<file path="src/hdl/imager_pkg.sv">
// Shared constants, encodings and pin bundles for the imager control block
package imager_pkg;

  // ---------------------------------------------------------------
  // Widths
  // ---------------------------------------------------------------
  localparam int REG_W = 8;
  localparam int PIX_W = 12;
  localparam int GAIN_W = 12;
  localparam int OFS_PIN_W = 8;
  localparam int OFS_W = 10;
  localparam int SEL_W = 3;
  localparam int COLOURS = 3;
  localparam int AGAIN_W = 4;
  localparam int SCALE_W = 3;
  localparam int SUM_W = 14;
  localparam int DIFF_W = 13;
  localparam int PROD_W = 27;
  localparam int MUL_SHIFT = 14;

  // ---------------------------------------------------------------
  // Register selects
  // ---------------------------------------------------------------
  localparam logic [SEL_W-1:0] ADDR_CONFIG = 3'h0;
  localparam logic [SEL_W-1:0] ADDR_CONFIG_TWO = 3'h1;
  localparam logic [SEL_W-1:0] ADDR_ANALOG_GAIN = 3'h2;
  localparam logic [SEL_W-1:0] ADDR_ODD_OFS = 3'h3;
  localparam logic [SEL_W-1:0] ADDR_EVEN_OFS = 3'h4;
  localparam logic [SEL_W-1:0] ADDR_INPUT_OFS = 3'h5;
  localparam logic [SEL_W-1:0] ADDR_RESERVED = 3'h6;
  localparam logic [SEL_W-1:0] ADDR_TWO_CHANNEL = 3'h7;

  // ---------------------------------------------------------------
  // Field positions
  // ---------------------------------------------------------------
  localparam int CFG_SCALE_LSB = 0;
  localparam int CFG_DIST_A = 3;
  localparam int CFG_DIST_B = 4;
  localparam int CFG_DIST_C = 5;
  localparam int CFG_PTR_LSB = 6;
  localparam int CFG2_SAMPLER = 0;
  localparam int CFG2_MONO = 1;
  localparam int CFG2_SPAN_4V = 2;
  localparam int CFG2_SPAN_2V = 3;
  localparam int CFG2_SPAN_EXT = 4;
  localparam int CFG2_CLAMP_LSB = 6;

  // ---------------------------------------------------------------
  // Reset values and limits
  // ---------------------------------------------------------------
  localparam logic [REG_W-1:0] REG_RESET = 8'h00;
  localparam logic [PIX_W-1:0] PIX_MAX = 12'hFFF;
  localparam logic [PIX_W-1:0] PIX_ZERO = 12'h000;
  localparam logic [PIX_W-1:0] PIX_RESET = 12'h000;

  // ---------------------------------------------------------------
  // Encodings
  // ---------------------------------------------------------------
  typedef enum logic [1:0] {
    COLOUR_RED = 2'h0,
    COLOUR_GREEN = 2'h1,
    COLOUR_BLUE = 2'h2,
    COLOUR_RSVD = 2'h3
  } colour_t;

  typedef enum logic [1:0] {
    CLAMP_LINE = 2'h0,
    CLAMP_PIXEL = 2'h1,
    CLAMP_NONE = 2'h2,
    CLAMP_RSVD = 2'h3
  } clamp_t;

  // Channel sequencer, Gray coded along red, green, blue
  typedef enum logic [1:0] {
    SEQ_RED = 2'b00,
    SEQ_GREEN = 2'b01,
    SEQ_BLUE = 2'b11
  } seq_t;

  // ---------------------------------------------------------------
  // Pin bundles
  // ---------------------------------------------------------------
  typedef struct packed {
    logic chip_select_n;
    logic write_strobe_n;
    logic read_strobe_n;
    logic [SEL_W-1:0] reg_select;
    logic [REG_W-1:0] data;
  } mpu_pins_t;

  typedef struct packed {
    logic converter_clock;
    logic line_start;
    logic first_sample_clock;
    logic [GAIN_W-1:0] gain;
    logic [OFS_PIN_W-1:0] offset;
  } pixel_pins_t;

  localparam int MPU_PINS_W = $bits(mpu_pins_t);
  localparam int PIXEL_PINS_W = $bits(pixel_pins_t);
  localparam mpu_pins_t MPU_IDLE = '{1'b1, 1'b1, 1'b1, 3'h0, 8'h00};
  localparam pixel_pins_t PIXEL_IDLE = '{1'b0, 1'b1, 1'b0, 12'h000, 8'h00};

endpackage

</file>
<file path="src/hdl/pin_filter.sv">
// Three-stage pin synchroniser that accepts a change once stages two and three agree
`timescale 1ns/100ps
`default_nettype none

module pin_filter #(
  parameter int WIDTH = 1,
  parameter logic [WIDTH-1:0] RESET_VAL = '0
) (
  input wire logic clk_in,
  input wire logic reset_in,
  input wire logic [WIDTH-1:0] async_in,
  output logic [WIDTH-1:0] stable_out
);

  logic [WIDTH-1:0] meta_ff;
  logic [WIDTH-1:0] sync_ff;
  logic [WIDTH-1:0] check_ff;

  // ---------------------------------------------------------------
  // Synchroniser chain
  // ---------------------------------------------------------------
  // The first stage feeds only the second one
  always_ff @(posedge clk_in) begin
    if (reset_in) begin
      meta_ff <= RESET_VAL;
      sync_ff <= RESET_VAL;
      check_ff <= RESET_VAL;
    end else begin
      meta_ff <= async_in;
      sync_ff <= meta_ff;
      check_ff <= sync_ff;
    end
  end

  // ---------------------------------------------------------------
  // Agreement filter
  // ---------------------------------------------------------------
  always_ff @(posedge clk_in) begin
    if (reset_in) begin
      stable_out <= RESET_VAL;
    end else begin
      for (int i = 0; i < WIDTH; i++) begin
        if (sync_ff[i] == check_ff[i]) begin
          stable_out[i] <= check_ff[i];
        end
      end
    end
  end

endmodule

`default_nettype wire

</file>
<file path="src/hdl/imager_ctrl_regs.sv">
// Register port, clamp control and pixel-rate correction path of the imager front end
`timescale 1ns/100ps
`default_nettype none

module imager_ctrl_regs (
  input wire logic clk_in,
  input wire logic reset_in,
  input wire logic chip_select_n_in,
  input wire logic write_strobe_n_in,
  input wire logic read_strobe_n_in,
  input wire logic [imager_pkg::SEL_W-1:0] reg_select_in,
  input wire logic [imager_pkg::PIX_W-1:0] data_bus_in,
  output logic [imager_pkg::PIX_W-1:0] data_bus_out,
  output logic data_bus_oe_out,
  input wire logic converter_clock_in,
  input wire logic line_start_in,
  input wire logic first_sample_clock_in,
  input wire logic [imager_pkg::GAIN_W-1:0] gain_bus_in,
  input wire logic [imager_pkg::OFS_PIN_W-1:0] offset_bus_in,
  input wire logic [imager_pkg::PIX_W-1:0] adc_code_in,
  output logic sampler_enable_out,
  output logic mono_mode_out,
  output logic [1:0] mono_channel_out,
  output logic span_4v_out,
  output logic span_2v_out,
  output logic span_ext_out,
  output logic input_clamp_switch_out,
  output logic [1:0] channel_sel_out,
  output logic [imager_pkg::COLOURS*imager_pkg::AGAIN_W-1:0] analog_gain_out,
  output logic [imager_pkg::COLOURS*imager_pkg::REG_W-1:0] input_offset_out
);

  // ---------------------------------------------------------------
  // Pin synchronisers
  // ---------------------------------------------------------------
  imager_pkg::mpu_pins_t mpu_raw;
  imager_pkg::mpu_pins_t mpu_now;
  imager_pkg::mpu_pins_t mpu_prev_ff;
  imager_pkg::pixel_pins_t pix_raw;
  imager_pkg::pixel_pins_t pix_now;
  logic conv_prev_ff;

  assign mpu_raw = '{chip_select_n_in, write_strobe_n_in, read_strobe_n_in, reg_select_in,
                     data_bus_in[imager_pkg::REG_W-1:0]};
  assign pix_raw = '{converter_clock_in, line_start_in, first_sample_clock_in, gain_bus_in, offset_bus_in};

  pin_filter #(
    .WIDTH(imager_pkg::MPU_PINS_W),
    .RESET_VAL(imager_pkg::MPU_IDLE)
  ) mpu_filter (
    .clk_in(clk_in),
    .reset_in(reset_in),
    .async_in(mpu_raw),
    .stable_out(mpu_now)
  );

  pin_filter #(
    .WIDTH(imager_pkg::PIXEL_PINS_W),
    .RESET_VAL(imager_pkg::PIXEL_IDLE)
  ) pixel_filter (
    .clk_in(clk_in),
    .reset_in(reset_in),
    .async_in(pix_raw),
    .stable_out(pix_now)
  );

  always_ff @(posedge clk_in) begin
    if (reset_in) begin
      mpu_prev_ff <= imager_pkg::MPU_IDLE;
      conv_prev_ff <= 1'b0;
    end else begin
      mpu_prev_ff <= mpu_now;
      conv_prev_ff <= pix_now.converter_clock;
    end
  end

  // ---------------------------------------------------------------
  // Register port strobes
  // ---------------------------------------------------------------
  logic write_active;
  logic read_active;
  logic write_done;
  logic conv_rise;

  assign write_active = !mpu_now.chip_select_n && !mpu_now.write_strobe_n;
  assign read_active = !mpu_now.chip_select_n && !mpu_now.read_strobe_n;
  // Data is taken at the end of the strobe, when the host has had time to settle it
  assign write_done = !mpu_prev_ff.chip_select_n && !mpu_prev_ff.write_strobe_n && mpu_now.write_strobe_n;
  assign conv_rise = pix_now.converter_clock && !conv_prev_ff;

  // ---------------------------------------------------------------
  // Register file
  // ---------------------------------------------------------------
  logic [imager_pkg::REG_W-1:0] config_ff;
  logic [imager_pkg::REG_W-1:0] mode_config_two_ff;
  logic [imager_pkg::REG_W-1:0] two_channel_ff;
  logic [imager_pkg::REG_W-1:0] analog_input_offset_ff [imager_pkg::COLOURS];
  logic [imager_pkg::AGAIN_W-1:0] analog_gain_setting_ff [imager_pkg::COLOURS];
  logic [imager_pkg::REG_W-1:0] odd_pixel_offset_ff [imager_pkg::COLOURS];
  logic [imager_pkg::REG_W-1:0] even_pixel_offset_ff [imager_pkg::COLOURS];
  logic [1:0] mono_channel_ff;
  imager_pkg::colour_t pointer;
  logic [imager_pkg::REG_W-1:0] wdata;
  logic [imager_pkg::SEL_W-1:0] wsel;

  assign pointer = imager_pkg::colour_t'(config_ff[imager_pkg::CFG_PTR_LSB +: 2]);
  assign wdata = mpu_prev_ff.data;
  assign wsel = mpu_prev_ff.reg_select;

  always_ff @(posedge clk_in) begin
    if (reset_in) begin
      config_ff <= imager_pkg::REG_RESET;
      mode_config_two_ff <= imager_pkg::REG_RESET;
      two_channel_ff <= imager_pkg::REG_RESET;
    end else if (write_done) begin
      if (wsel == imager_pkg::ADDR_CONFIG) begin
        config_ff <= wdata;
      end else if (wsel == imager_pkg::ADDR_CONFIG_TWO) begin
        mode_config_two_ff <= wdata;
      end else if (wsel == imager_pkg::ADDR_TWO_CHANNEL) begin
        two_channel_ff <= wdata;
      end
    end
  end

  always_ff @(posedge clk_in) begin
    if (reset_in) begin
      mono_channel_ff <= imager_pkg::COLOUR_RED;
    end else if (write_done && wsel == imager_pkg::ADDR_CONFIG_TWO && pointer != imager_pkg::COLOUR_RSVD) begin
      mono_channel_ff <= pointer;
    end
  end

  always_ff @(posedge clk_in) begin
    if (reset_in) begin
      for (int c = 0; c < imager_pkg::COLOURS; c++) begin
        analog_input_offset_ff[c] <= imager_pkg::REG_RESET;
        analog_gain_setting_ff[c] <= imager_pkg::REG_RESET[imager_pkg::AGAIN_W-1:0];
        odd_pixel_offset_ff[c] <= imager_pkg::REG_RESET;
        even_pixel_offset_ff[c] <= imager_pkg::REG_RESET;
      end
    end else if (write_done && pointer != imager_pkg::COLOUR_RSVD) begin
      if (wsel == imager_pkg::ADDR_INPUT_OFS) begin
        analog_input_offset_ff[pointer] <= wdata;
      end else if (wsel == imager_pkg::ADDR_ANALOG_GAIN) begin
        analog_gain_setting_ff[pointer] <= wdata[imager_pkg::AGAIN_W-1:0];
      end else if (wsel == imager_pkg::ADDR_ODD_OFS) begin
        odd_pixel_offset_ff[pointer] <= wdata;
      end else if (wsel == imager_pkg::ADDR_EVEN_OFS) begin
        even_pixel_offset_ff[pointer] <= wdata;
      end
    end
  end

  // ---------------------------------------------------------------
  // Read mux
  // ---------------------------------------------------------------
  logic [imager_pkg::REG_W-1:0] rdata;

  always_comb begin
    rdata = imager_pkg::REG_RESET;
    if (mpu_now.reg_select == imager_pkg::ADDR_CONFIG) begin
      rdata = config_ff;
    end else if (mpu_now.reg_select == imager_pkg::ADDR_CONFIG_TWO) begin
      rdata = mode_config_two_ff;
    end else if (mpu_now.reg_select == imager_pkg::ADDR_TWO_CHANNEL) begin
      rdata = two_channel_ff;
    end else if (pointer == imager_pkg::COLOUR_RSVD) begin
      rdata = imager_pkg::REG_RESET;
    end else if (mpu_now.reg_select == imager_pkg::ADDR_ANALOG_GAIN) begin
      rdata = {{(imager_pkg::REG_W-imager_pkg::AGAIN_W){1'b0}}, analog_gain_setting_ff[pointer]};
    end else if (mpu_now.reg_select == imager_pkg::ADDR_ODD_OFS) begin
      rdata = odd_pixel_offset_ff[pointer];
    end else if (mpu_now.reg_select == imager_pkg::ADDR_EVEN_OFS) begin
      rdata = even_pixel_offset_ff[pointer];
    end else if (mpu_now.reg_select == imager_pkg::ADDR_INPUT_OFS) begin
      rdata = analog_input_offset_ff[pointer];
    end
  end

  // ---------------------------------------------------------------
  // Analog control outputs
  // ---------------------------------------------------------------
  imager_pkg::clamp_t clamp_mode;

  assign clamp_mode = imager_pkg::clamp_t'(mode_config_two_ff[imager_pkg::CFG2_CLAMP_LSB +: 2]);

  always_ff @(posedge clk_in) begin
    if (reset_in) begin
      sampler_enable_out <= 1'b0;
      mono_mode_out <= 1'b0;
      mono_channel_out <= imager_pkg::COLOUR_RED;
      span_4v_out <= 1'b0;
      span_2v_out <= 1'b0;
      span_ext_out <= 1'b0;
    end else begin
      sampler_enable_out <= mode_config_two_ff[imager_pkg::CFG2_SAMPLER];
      mono_mode_out <= mode_config_two_ff[imager_pkg::CFG2_MONO];
      mono_channel_out <= mono_channel_ff;
      span_4v_out <= mode_config_two_ff[imager_pkg::CFG2_SPAN_4V];
      span_2v_out <= mode_config_two_ff[imager_pkg::CFG2_SPAN_2V];
      span_ext_out <= mode_config_two_ff[imager_pkg::CFG2_SPAN_EXT];
    end
  end

  always_ff @(posedge clk_in) begin
    for (int c = 0; c < imager_pkg::COLOURS; c++) begin
      analog_gain_out[c*imager_pkg::AGAIN_W +: imager_pkg::AGAIN_W] <= analog_gain_setting_ff[c];
      input_offset_out[c*imager_pkg::REG_W +: imager_pkg::REG_W] <= analog_input_offset_ff[c];
    end
  end

  always_ff @(posedge clk_in) begin
    if (reset_in) begin
      input_clamp_switch_out <= 1'b0;
    end else begin
      case (clamp_mode)
        imager_pkg::CLAMP_LINE: begin
          input_clamp_switch_out <= pix_now.first_sample_clock && !pix_now.line_start;
        end
        imager_pkg::CLAMP_PIXEL: begin
          input_clamp_switch_out <= pix_now.first_sample_clock;
        end
        default: begin
          input_clamp_switch_out <= 1'b0;
        end
      endcase
    end
  end

  // ---------------------------------------------------------------
  // Channel and parity sequencing
  // ---------------------------------------------------------------
  imager_pkg::seq_t seq_ff;
  logic odd_ff;
  logic [1:0] colour_now;
  logic seq_last;

  always_comb begin
    case (seq_ff)
      imager_pkg::SEQ_GREEN: colour_now = imager_pkg::COLOUR_GREEN;
      imager_pkg::SEQ_BLUE: colour_now = imager_pkg::COLOUR_BLUE;
      default: colour_now = imager_pkg::COLOUR_RED;
    endcase
    if (mode_config_two_ff[imager_pkg::CFG2_MONO]) begin
      colour_now = mono_channel_ff;
    end
  end

  assign seq_last = mode_config_two_ff[imager_pkg::CFG2_MONO] || seq_ff == imager_pkg::SEQ_BLUE;

  always_ff @(posedge clk_in) begin
    if (reset_in) begin
      seq_ff <= imager_pkg::SEQ_RED;
      odd_ff <= 1'b0;
    end else if (conv_rise) begin
      if (!pix_now.line_start) begin
        seq_ff <= imager_pkg::SEQ_RED;
        odd_ff <= 1'b0;
      end else begin
        case (seq_ff)
          imager_pkg::SEQ_RED: seq_ff <= imager_pkg::SEQ_GREEN;
          imager_pkg::SEQ_GREEN: seq_ff <= imager_pkg::SEQ_BLUE;
          default: seq_ff <= imager_pkg::SEQ_RED;
        endcase
        if (mode_config_two_ff[imager_pkg::CFG2_MONO]) begin
          seq_ff <= imager_pkg::SEQ_RED;
        end
        // Parity flips once per full pixel set
        if (seq_last) begin
          odd_ff <= !odd_ff;
        end
      end
    end
  end

  always_ff @(posedge clk_in) begin
    if (reset_in) begin
      channel_sel_out <= imager_pkg::COLOUR_RED;
    end else begin
      channel_sel_out <= colour_now;
    end
  end

  // ---------------------------------------------------------------
  // Correction datapath
  // ---------------------------------------------------------------
  logic [imager_pkg::REG_W-1:0] parity_ofs;
  logic [imager_pkg::SUM_W-1:0] oe_sum;
  logic [imager_pkg::PIX_W-1:0] oe_sat;
  logic [imager_pkg::GAIN_W-1:0] gain_word;
  logic [imager_pkg::OFS_W-1:0] ofs_word;
  logic sub_on;

  assign parity_ofs = odd_ff ? odd_pixel_offset_ff[colour_now] : even_pixel_offset_ff[colour_now];
  assign oe_sum = {2'b00, adc_code_in} + {{(imager_pkg::SUM_W-imager_pkg::REG_W){parity_ofs[imager_pkg::REG_W-1]}},
                                          parity_ofs};

  always_comb begin
    if (oe_sum[imager_pkg::SUM_W-1]) begin
      oe_sat = imager_pkg::PIX_ZERO;
    end else if (oe_sum[imager_pkg::PIX_W]) begin
      oe_sat = imager_pkg::PIX_MAX;
    end else begin
      oe_sat = oe_sum[imager_pkg::PIX_W-1:0];
    end
  end

  always_comb begin
    gain_word = pix_now.gain;
    ofs_word = {2'b00, pix_now.offset};
    sub_on = 1'b1;
    if (config_ff[imager_pkg::CFG_DIST_A]) begin
      gain_word = {pix_now.gain[imager_pkg::GAIN_W-1:2], 2'b00};
      ofs_word = {pix_now.gain[1:0], pix_now.offset};
    end else if (config_ff[imager_pkg::CFG_DIST_B]) begin
      gain_word = {pix_now.gain[imager_pkg::GAIN_W-1:1], 1'b0};
      ofs_word = {1'b0, pix_now.gain[0], pix_now.offset};
    end else if (!config_ff[imager_pkg::CFG_DIST_C]) begin
      ofs_word = '0;
      sub_on = 1'b0;
    end
  end

  logic [imager_pkg::PIX_W-1:0] corr_ff;
  logic [imager_pkg::GAIN_W-1:0] gain_lat_ff;
  logic [imager_pkg::OFS_W-1:0] ofs_lat_ff;
  logic sub_on_ff;

  always_ff @(posedge clk_in) begin
    if (reset_in) begin
      corr_ff <= imager_pkg::PIX_RESET;
      gain_lat_ff <= '0;
      ofs_lat_ff <= '0;
      sub_on_ff <= 1'b0;
    end else if (conv_rise) begin
      corr_ff <= oe_sat;
      gain_lat_ff <= gain_word;
      ofs_lat_ff <= ofs_word;
      sub_on_ff <= sub_on;
    end
  end

  logic [imager_pkg::DIFF_W-1:0] diff;
  logic [imager_pkg::PIX_W-1:0] diff_ff;
  logic [imager_pkg::GAIN_W-1:0] gain_pipe_ff;

  assign diff = {1'b0, corr_ff} - {{(imager_pkg::DIFF_W-imager_pkg::OFS_W){1'b0}}, ofs_lat_ff};

  always_ff @(posedge clk_in) begin
    if (reset_in) begin
      diff_ff <= imager_pkg::PIX_RESET;
      gain_pipe_ff <= '0;
    end else if (conv_rise) begin
      gain_pipe_ff <= gain_lat_ff;
      if (!sub_on_ff) begin
        diff_ff <= corr_ff;
      end else if (diff[imager_pkg::DIFF_W-1]) begin
        diff_ff <= imager_pkg::PIX_ZERO;
      end else begin
        diff_ff <= diff[imager_pkg::PIX_W-1:0];
      end
    end
  end

  logic [imager_pkg::SCALE_W-1:0] scale;
  logic [imager_pkg::PROD_W-1:0] prod;
  logic [imager_pkg::SUM_W-1:0] mul_sum;
  logic [imager_pkg::PIX_W-1:0] pixel_ff;

  // Zero word gives unity
  // Scale adds a fraction of the difference, so gain never falls below one
  assign scale = config_ff[imager_pkg::CFG_SCALE_LSB +: imager_pkg::SCALE_W];
  assign prod = imager_pkg::PROD_W'(diff_ff) * imager_pkg::PROD_W'(gain_pipe_ff) * imager_pkg::PROD_W'(scale);
  assign mul_sum = {2'b00, diff_ff} + {1'b0, prod[imager_pkg::PROD_W-1:imager_pkg::MUL_SHIFT]};

  always_ff @(posedge clk_in) begin
    if (reset_in) begin
      pixel_ff <= imager_pkg::PIX_RESET;
    end else if (conv_rise) begin
      if (scale == '0) begin
        pixel_ff <= diff_ff;
      end else if (mul_sum[imager_pkg::SUM_W-1:imager_pkg::PIX_W] != '0) begin
        pixel_ff <= imager_pkg::PIX_MAX;
      end else begin
        pixel_ff <= mul_sum[imager_pkg::PIX_W-1:0];
      end
    end
  end

  // ---------------------------------------------------------------
  // Data bus drive
  // ---------------------------------------------------------------
  // Register port on read strobe
  always_ff @(posedge clk_in) begin
    if (reset_in) begin
      data_bus_out <= imager_pkg::PIX_RESET;
      data_bus_oe_out <= 1'b0;
    end else if (read_active) begin
      data_bus_out <= {{(imager_pkg::PIX_W-imager_pkg::REG_W){1'b0}}, rdata};
      data_bus_oe_out <= 1'b1;
    end else if (write_active) begin
      data_bus_out <= pixel_ff;
      data_bus_oe_out <= 1'b0;
    end else begin
      data_bus_out <= pixel_ff;
      data_bus_oe_out <= 1'b1;
    end
  end

endmodule

`default_nettype wire

</file>
<file path="config.mk">
export PLATFORM = sky130hd
export DESIGN_NAME = imager_ctrl_regs
export DESIGN_NICKNAME = d
export VERILOG_FILES = /design/src/hdl/imager_pkg.sv /design/src/hdl/pin_filter.sv /design/src/hdl/imager_ctrl_regs.sv
export SDC_FILE = /design/constraint.sdc
export NUM_CORES = 1
export LEC_CHECK = 0
export ABC_AREA = 1
export BUFFER_PORTS_ARGS = -buffer_cell sky130_fd_sc_hd__buf_2
export CORE_MARGIN = 2
export CORE_UTILIZATION = 60
export CTS_CLUSTER_DIAMETER = 150
export DETAILED_ROUTE_END_ITERATION = 12
export PLACE_DENSITY_LB_ADDON = 0.2
export SLEW_MARGIN = 20
export SYNTH_ARGS = -nofsm -noshare
export SYNTH_HDL_FRONTEND = slang
export SYNTH_SLANG_ARGS = --single-unit
export TNS_END_PERCENT = 30
</file>
<file path="constraint.sdc">
create_clock -name clk_in -period 12.1 [get_ports clk_in]
set_input_delay 0.605 -clock clk_in [delete_from_list [all_inputs] [get_ports clk_in]]
set_output_delay 0.605 -clock clk_in [all_outputs]
set_load 0.01 [all_outputs]
</file>
==> results.py <==
metrics = {
    "sta": {
        "maxSlewHeadroom_pct": 32.2,
        "finClkSkew_ns": 0.0323,
        "max_freq_mhz": 100,
        "tightest_slew_ns": 1.01,
        "rsz0062_at_grt": "false",
        "hold_ws_ns": 0.196,
        "finalSetupViolations": 0,
        "period_needed_ns": 9.96,
        "setup_tns_ns": 0,
        "period_share_pct": 82.3,
        "slew_viol_final": 0,
        "final_hold_viol_count": 0,
    },
    "setup_path": {
        "worstPathMaxFanout": 16,
        "rr_worst_depth": 40,
        "r2r-end": "pixel_ff[11]$_SDFFE_PP0P_",
        "critPathRequiredTime_ns": 12.59,
        "r2r_start": "diff_ff[6]$_SDFFE_PP0P_",
        "slowest_delay_ns": 0.92,
        "arrival_ns": 10.45,
        "rrSetupSlack_ns": 2.14,
        "end_kind": "flip-flop",
        "slowest_stage": "dfxtp_1",
        "critPathKind": "flip-flop to flip-flop",
        "cp-start-kind": "flip-flop",
        "crit_path_frequent_cell": "nand2_1",
    },
    "placement": {
        "io_buffers": 109,
        "gp_congestion": 0.928,
        "dp_hpwl_um": 43000,
        "dp_cells": 3605,
    },
    "floorplanning": {
        "ios": 114,
        "initial_utilization_pct": 61.1,
        "die_area_um2": 42200,
        "die_x_um": 205,
        "core_area_um2": 39800,
        "die_y_um": 205,
        "rows": 73,
    },
    "global_route": {
        "grt_pass1_wl_um": 96900,
        "grt_max_degree": 111,
        "grt_pass1_vias": 19200,
        "grt_usage_pct": 29.0,
        "antenna_found_initial": 0,
        "grt-ovfl-total": 0,
    },
    "clock_network": {
        "holdBufCountCts": 0,
        "path_clk_slew_ns": 0.06,
        "cts_root_buf": "clkbuf_16",
        "post_cts_buffers": 0,
        "cts_buffers": 44,
        "cts_tree": "done",
        "cts.sinks": 435,
        "htreeDepth": 2,
        "cts_resized": 0,
        "insertion_delay_ns": 0.59,
        "clock_path_buffers": 3,
    },
    "logic_synthesis": {
        "synth_area_um2": 24300,
        "yosysWarnings": 0,
        "synthAdderAreaFrac_pct": 16.6,
        "yosysSeqAreaShare_pct": 40.4,
        "synth_ff_type": "dfxtp_1",
        "synth-simple-area-share_pct": 19.6,
        "synth_compound_area_share_pct": 11.4,
        "syn_avg_cell_area_um2": 7.97,
        "ys_async_sr_fraction_pct": 0,
        "synthCells": 3052,
        "synth-xor-area-share_pct": 1.76,
        "synth_mux_area_share_pct": 0,
        "yosysUniqueCellTypes": 49,
        "synth_top_family_by_area": "simple AND/OR/NAND/NOR gates",
        "synth-edff-count": 112,
        "synth-seq-cells": 435,
    },
    "finish": {
        "fin_util_pct": 67.1,
        "syn2layout_area_growth_pct": 9.96,
        "nNetsFinal": 3429,
        "layout_commonest_cell": "nand2_1",
        "instances_no_fill": 3686,
        "final_cell_mix": "nand2_1 (583), inv_1 (519), nor2_1 (413)",
        "fill_cells": 3388,
        "drive_above_1_share_pct": 7.94,
    },
    "min_path": {
        "hold_class": "input port to flip-flop",
        "worstHoldPathCells": 2,
        "hold_end": "pixel_filter.meta_ff[21]$_SDFF_PP1_",
        "hp-start": "line_start_in",
    },
    "detailed_routing": {
        "drtIter0Drc": 1942,
        "drc": 0,
        "drt_pass1_iterations": 6,
        "vias_per_cell": 5.45,
        "detail-route-antenna-nets": 0,
        "detail_route.wl_per_cell_um": 16.3,
        "num_vias": 20100,
        "finalWirelength_um": 60000,
    },
    "run_status": {
        "status": "finished, final reports clean",
    },
    "power_and_ir_drop": {
        "cellPowerDensity_nw_per_um2": 112,
        "leakagePower_nw": 12.7,
        "peakVddDrop_v": 0.000124,
        "total_power_mw": 3.00,
    },
    "flow_run": {
        "max_cap_violations": 0,
    },
}
cells by family (layout without fill, tap and decap cells):
| family | after synthesis | after routing |
|---|---|---|
| flops | 435 | 435 |
| buf+inv | 650 | 731 |
| simple gates | 1177 | 1177 |
| compound gates | 492 | 492 |
| fa+ha+maj | 248 | 248 |
| other cells | 1 | 29 |
| xor+xnor | 49 | 49 |
registers in the layout (all words and copies together), names as in the netlist, 10 cells and up, named ones only:
| signal | count |
|---|---|
| analog_input_offset_ff | 32 |
| even_pixel_offset_ff | 32 |
| odd_pixel_offset_ff | 32 |
| input_offset_out | 24 |
| pixel_filter.check_ff | 23 |
| pixel_filter.meta_ff | 23 |
| pixel_filter.stable_out | 23 |
| pixel_filter.sync_ff | 23 |
| analog_gain_setting_ff | 16 |
| mpu_filter.check_ff | 14 |
| mpu_filter.meta_ff | 14 |
| mpu_filter.stable_out | 14 |
| mpu_filter.sync_ff | 14 |
| analog_gain_out | 12 |
| corr_ff | 12 |
| data_bus_out | 12 |
| diff_ff | 12 |
| gain_lat_ff | 12 |
| gain_pipe_ff | 12 |
| pixel_ff | 12 |
| ofs_lat_ff | 10 |
layer usage:
layer | global-route usage (%) | vias to the layer above | wire, um
met3 | 6.40 | 107 | 5560
met5 | 0 | - | 0
met4 | 8.38 | 0 | 1270
met1 | 41.3 | 9475 | 26600
li1 | - | 9735 | -
met2 | 44.3 | 783 | 26500
worst max-delay path by stage:
stage | start | endpoint | slack, ns | cells after the start
floorplan | diff_ff[7]$_SDFFE_PP0P_ | pixel_ff[11]$_SDFFE_PP0P_ | 3.73 | 43
global placement | diff_ff[6]$_SDFFE_PP0P_ | pixel_ff[7]$_SDFFE_PP0P_ | 2.44 | 40
detailed placement | diff_ff[6]$_SDFFE_PP0P_ | pixel_ff[11]$_SDFFE_PP0P_ | 2.30 | 40
CTS | diff_ff[6]$_SDFFE_PP0P_ | pixel_ff[11]$_SDFFE_PP0P_ | 2.26 | 40
global route | diff_ff[6]$_SDFFE_PP0P_ | pixel_ff[11]$_SDFFE_PP0P_ | 1.51 | 40
finish | diff_ff[6]$_SDFFE_PP0P_ | pixel_ff[11]$_SDFFE_PP0P_ | 2.14 | 40
worst max-delay path: cells and delay by family (launching register included):
kind / cells / cell delay [ns]
DFF: 1 / 0.92
buffers and inverters: 5 / 0.26
AOI/OAI and AO/OA: 8 / 1.91
xor gates and xnor gates: 2 / 0.36
adders and majority gates: 9 / 4.08
and+or+nand+nor: 16 / 2.33
stage by stage:
stage	setup WS, ns	cell area (um^2)
after floorplan	3.73	24400
after global placement	2.44	25300
after detailed placement	2.30	25300
after CTS	2.26	26700
after global routing	1.51	26700
final	2.14	26700
cell type report:
class	count	area, um^2	share of cell area [%]
multi-input cells	1994	12100	45.4
well taps	525	657	2.46
diodes	1	2.50	0.00936
clock inverters	20	194	0.725
inverters	529	1990	7.44
repair buffers	122	649	2.43
flip-flops and latches	435	9830	36.8
clock buffers	60	1270	4.76
report_power, final:
part	switching [mW]	leakage (nW)	internal [mW]
Sequential	0.0154	3.79	1.52
Combinational	0.0647	8.21	0.0340
Clock	0.575	0.721	0.786
Total	0.655	12.7	2.34
synthesized netlist by cell type (12+ instances only):
cell / instances / area [um^2]
o211ai_1: 22 / 165
xor2_1: 28 / 245
buf_2: 12 / 60.1
a21oi_1: 216 / 1080
xnor2_1: 21 / 184
dfxtp_1: 323 / 6470
o22ai_1: 16 / 100
fa_1: 125 / 2500
or2_2: 25 / 156
clkbuf_1: 99 / 372
nor2_1: 414 / 1550
nand2_1: 583 / 2190
o21ai_0: 164 / 821
nor3_1: 18 / 90.1
nand3_1: 90 / 450
ha_1: 123 / 1540
inv_1: 520 / 1950
a211oi_1: 14 / 105
edfxtp_1: 112 / 3360
nand4_1: 23 / 144
Note: power is estimated with default switching activity, not from simulation.
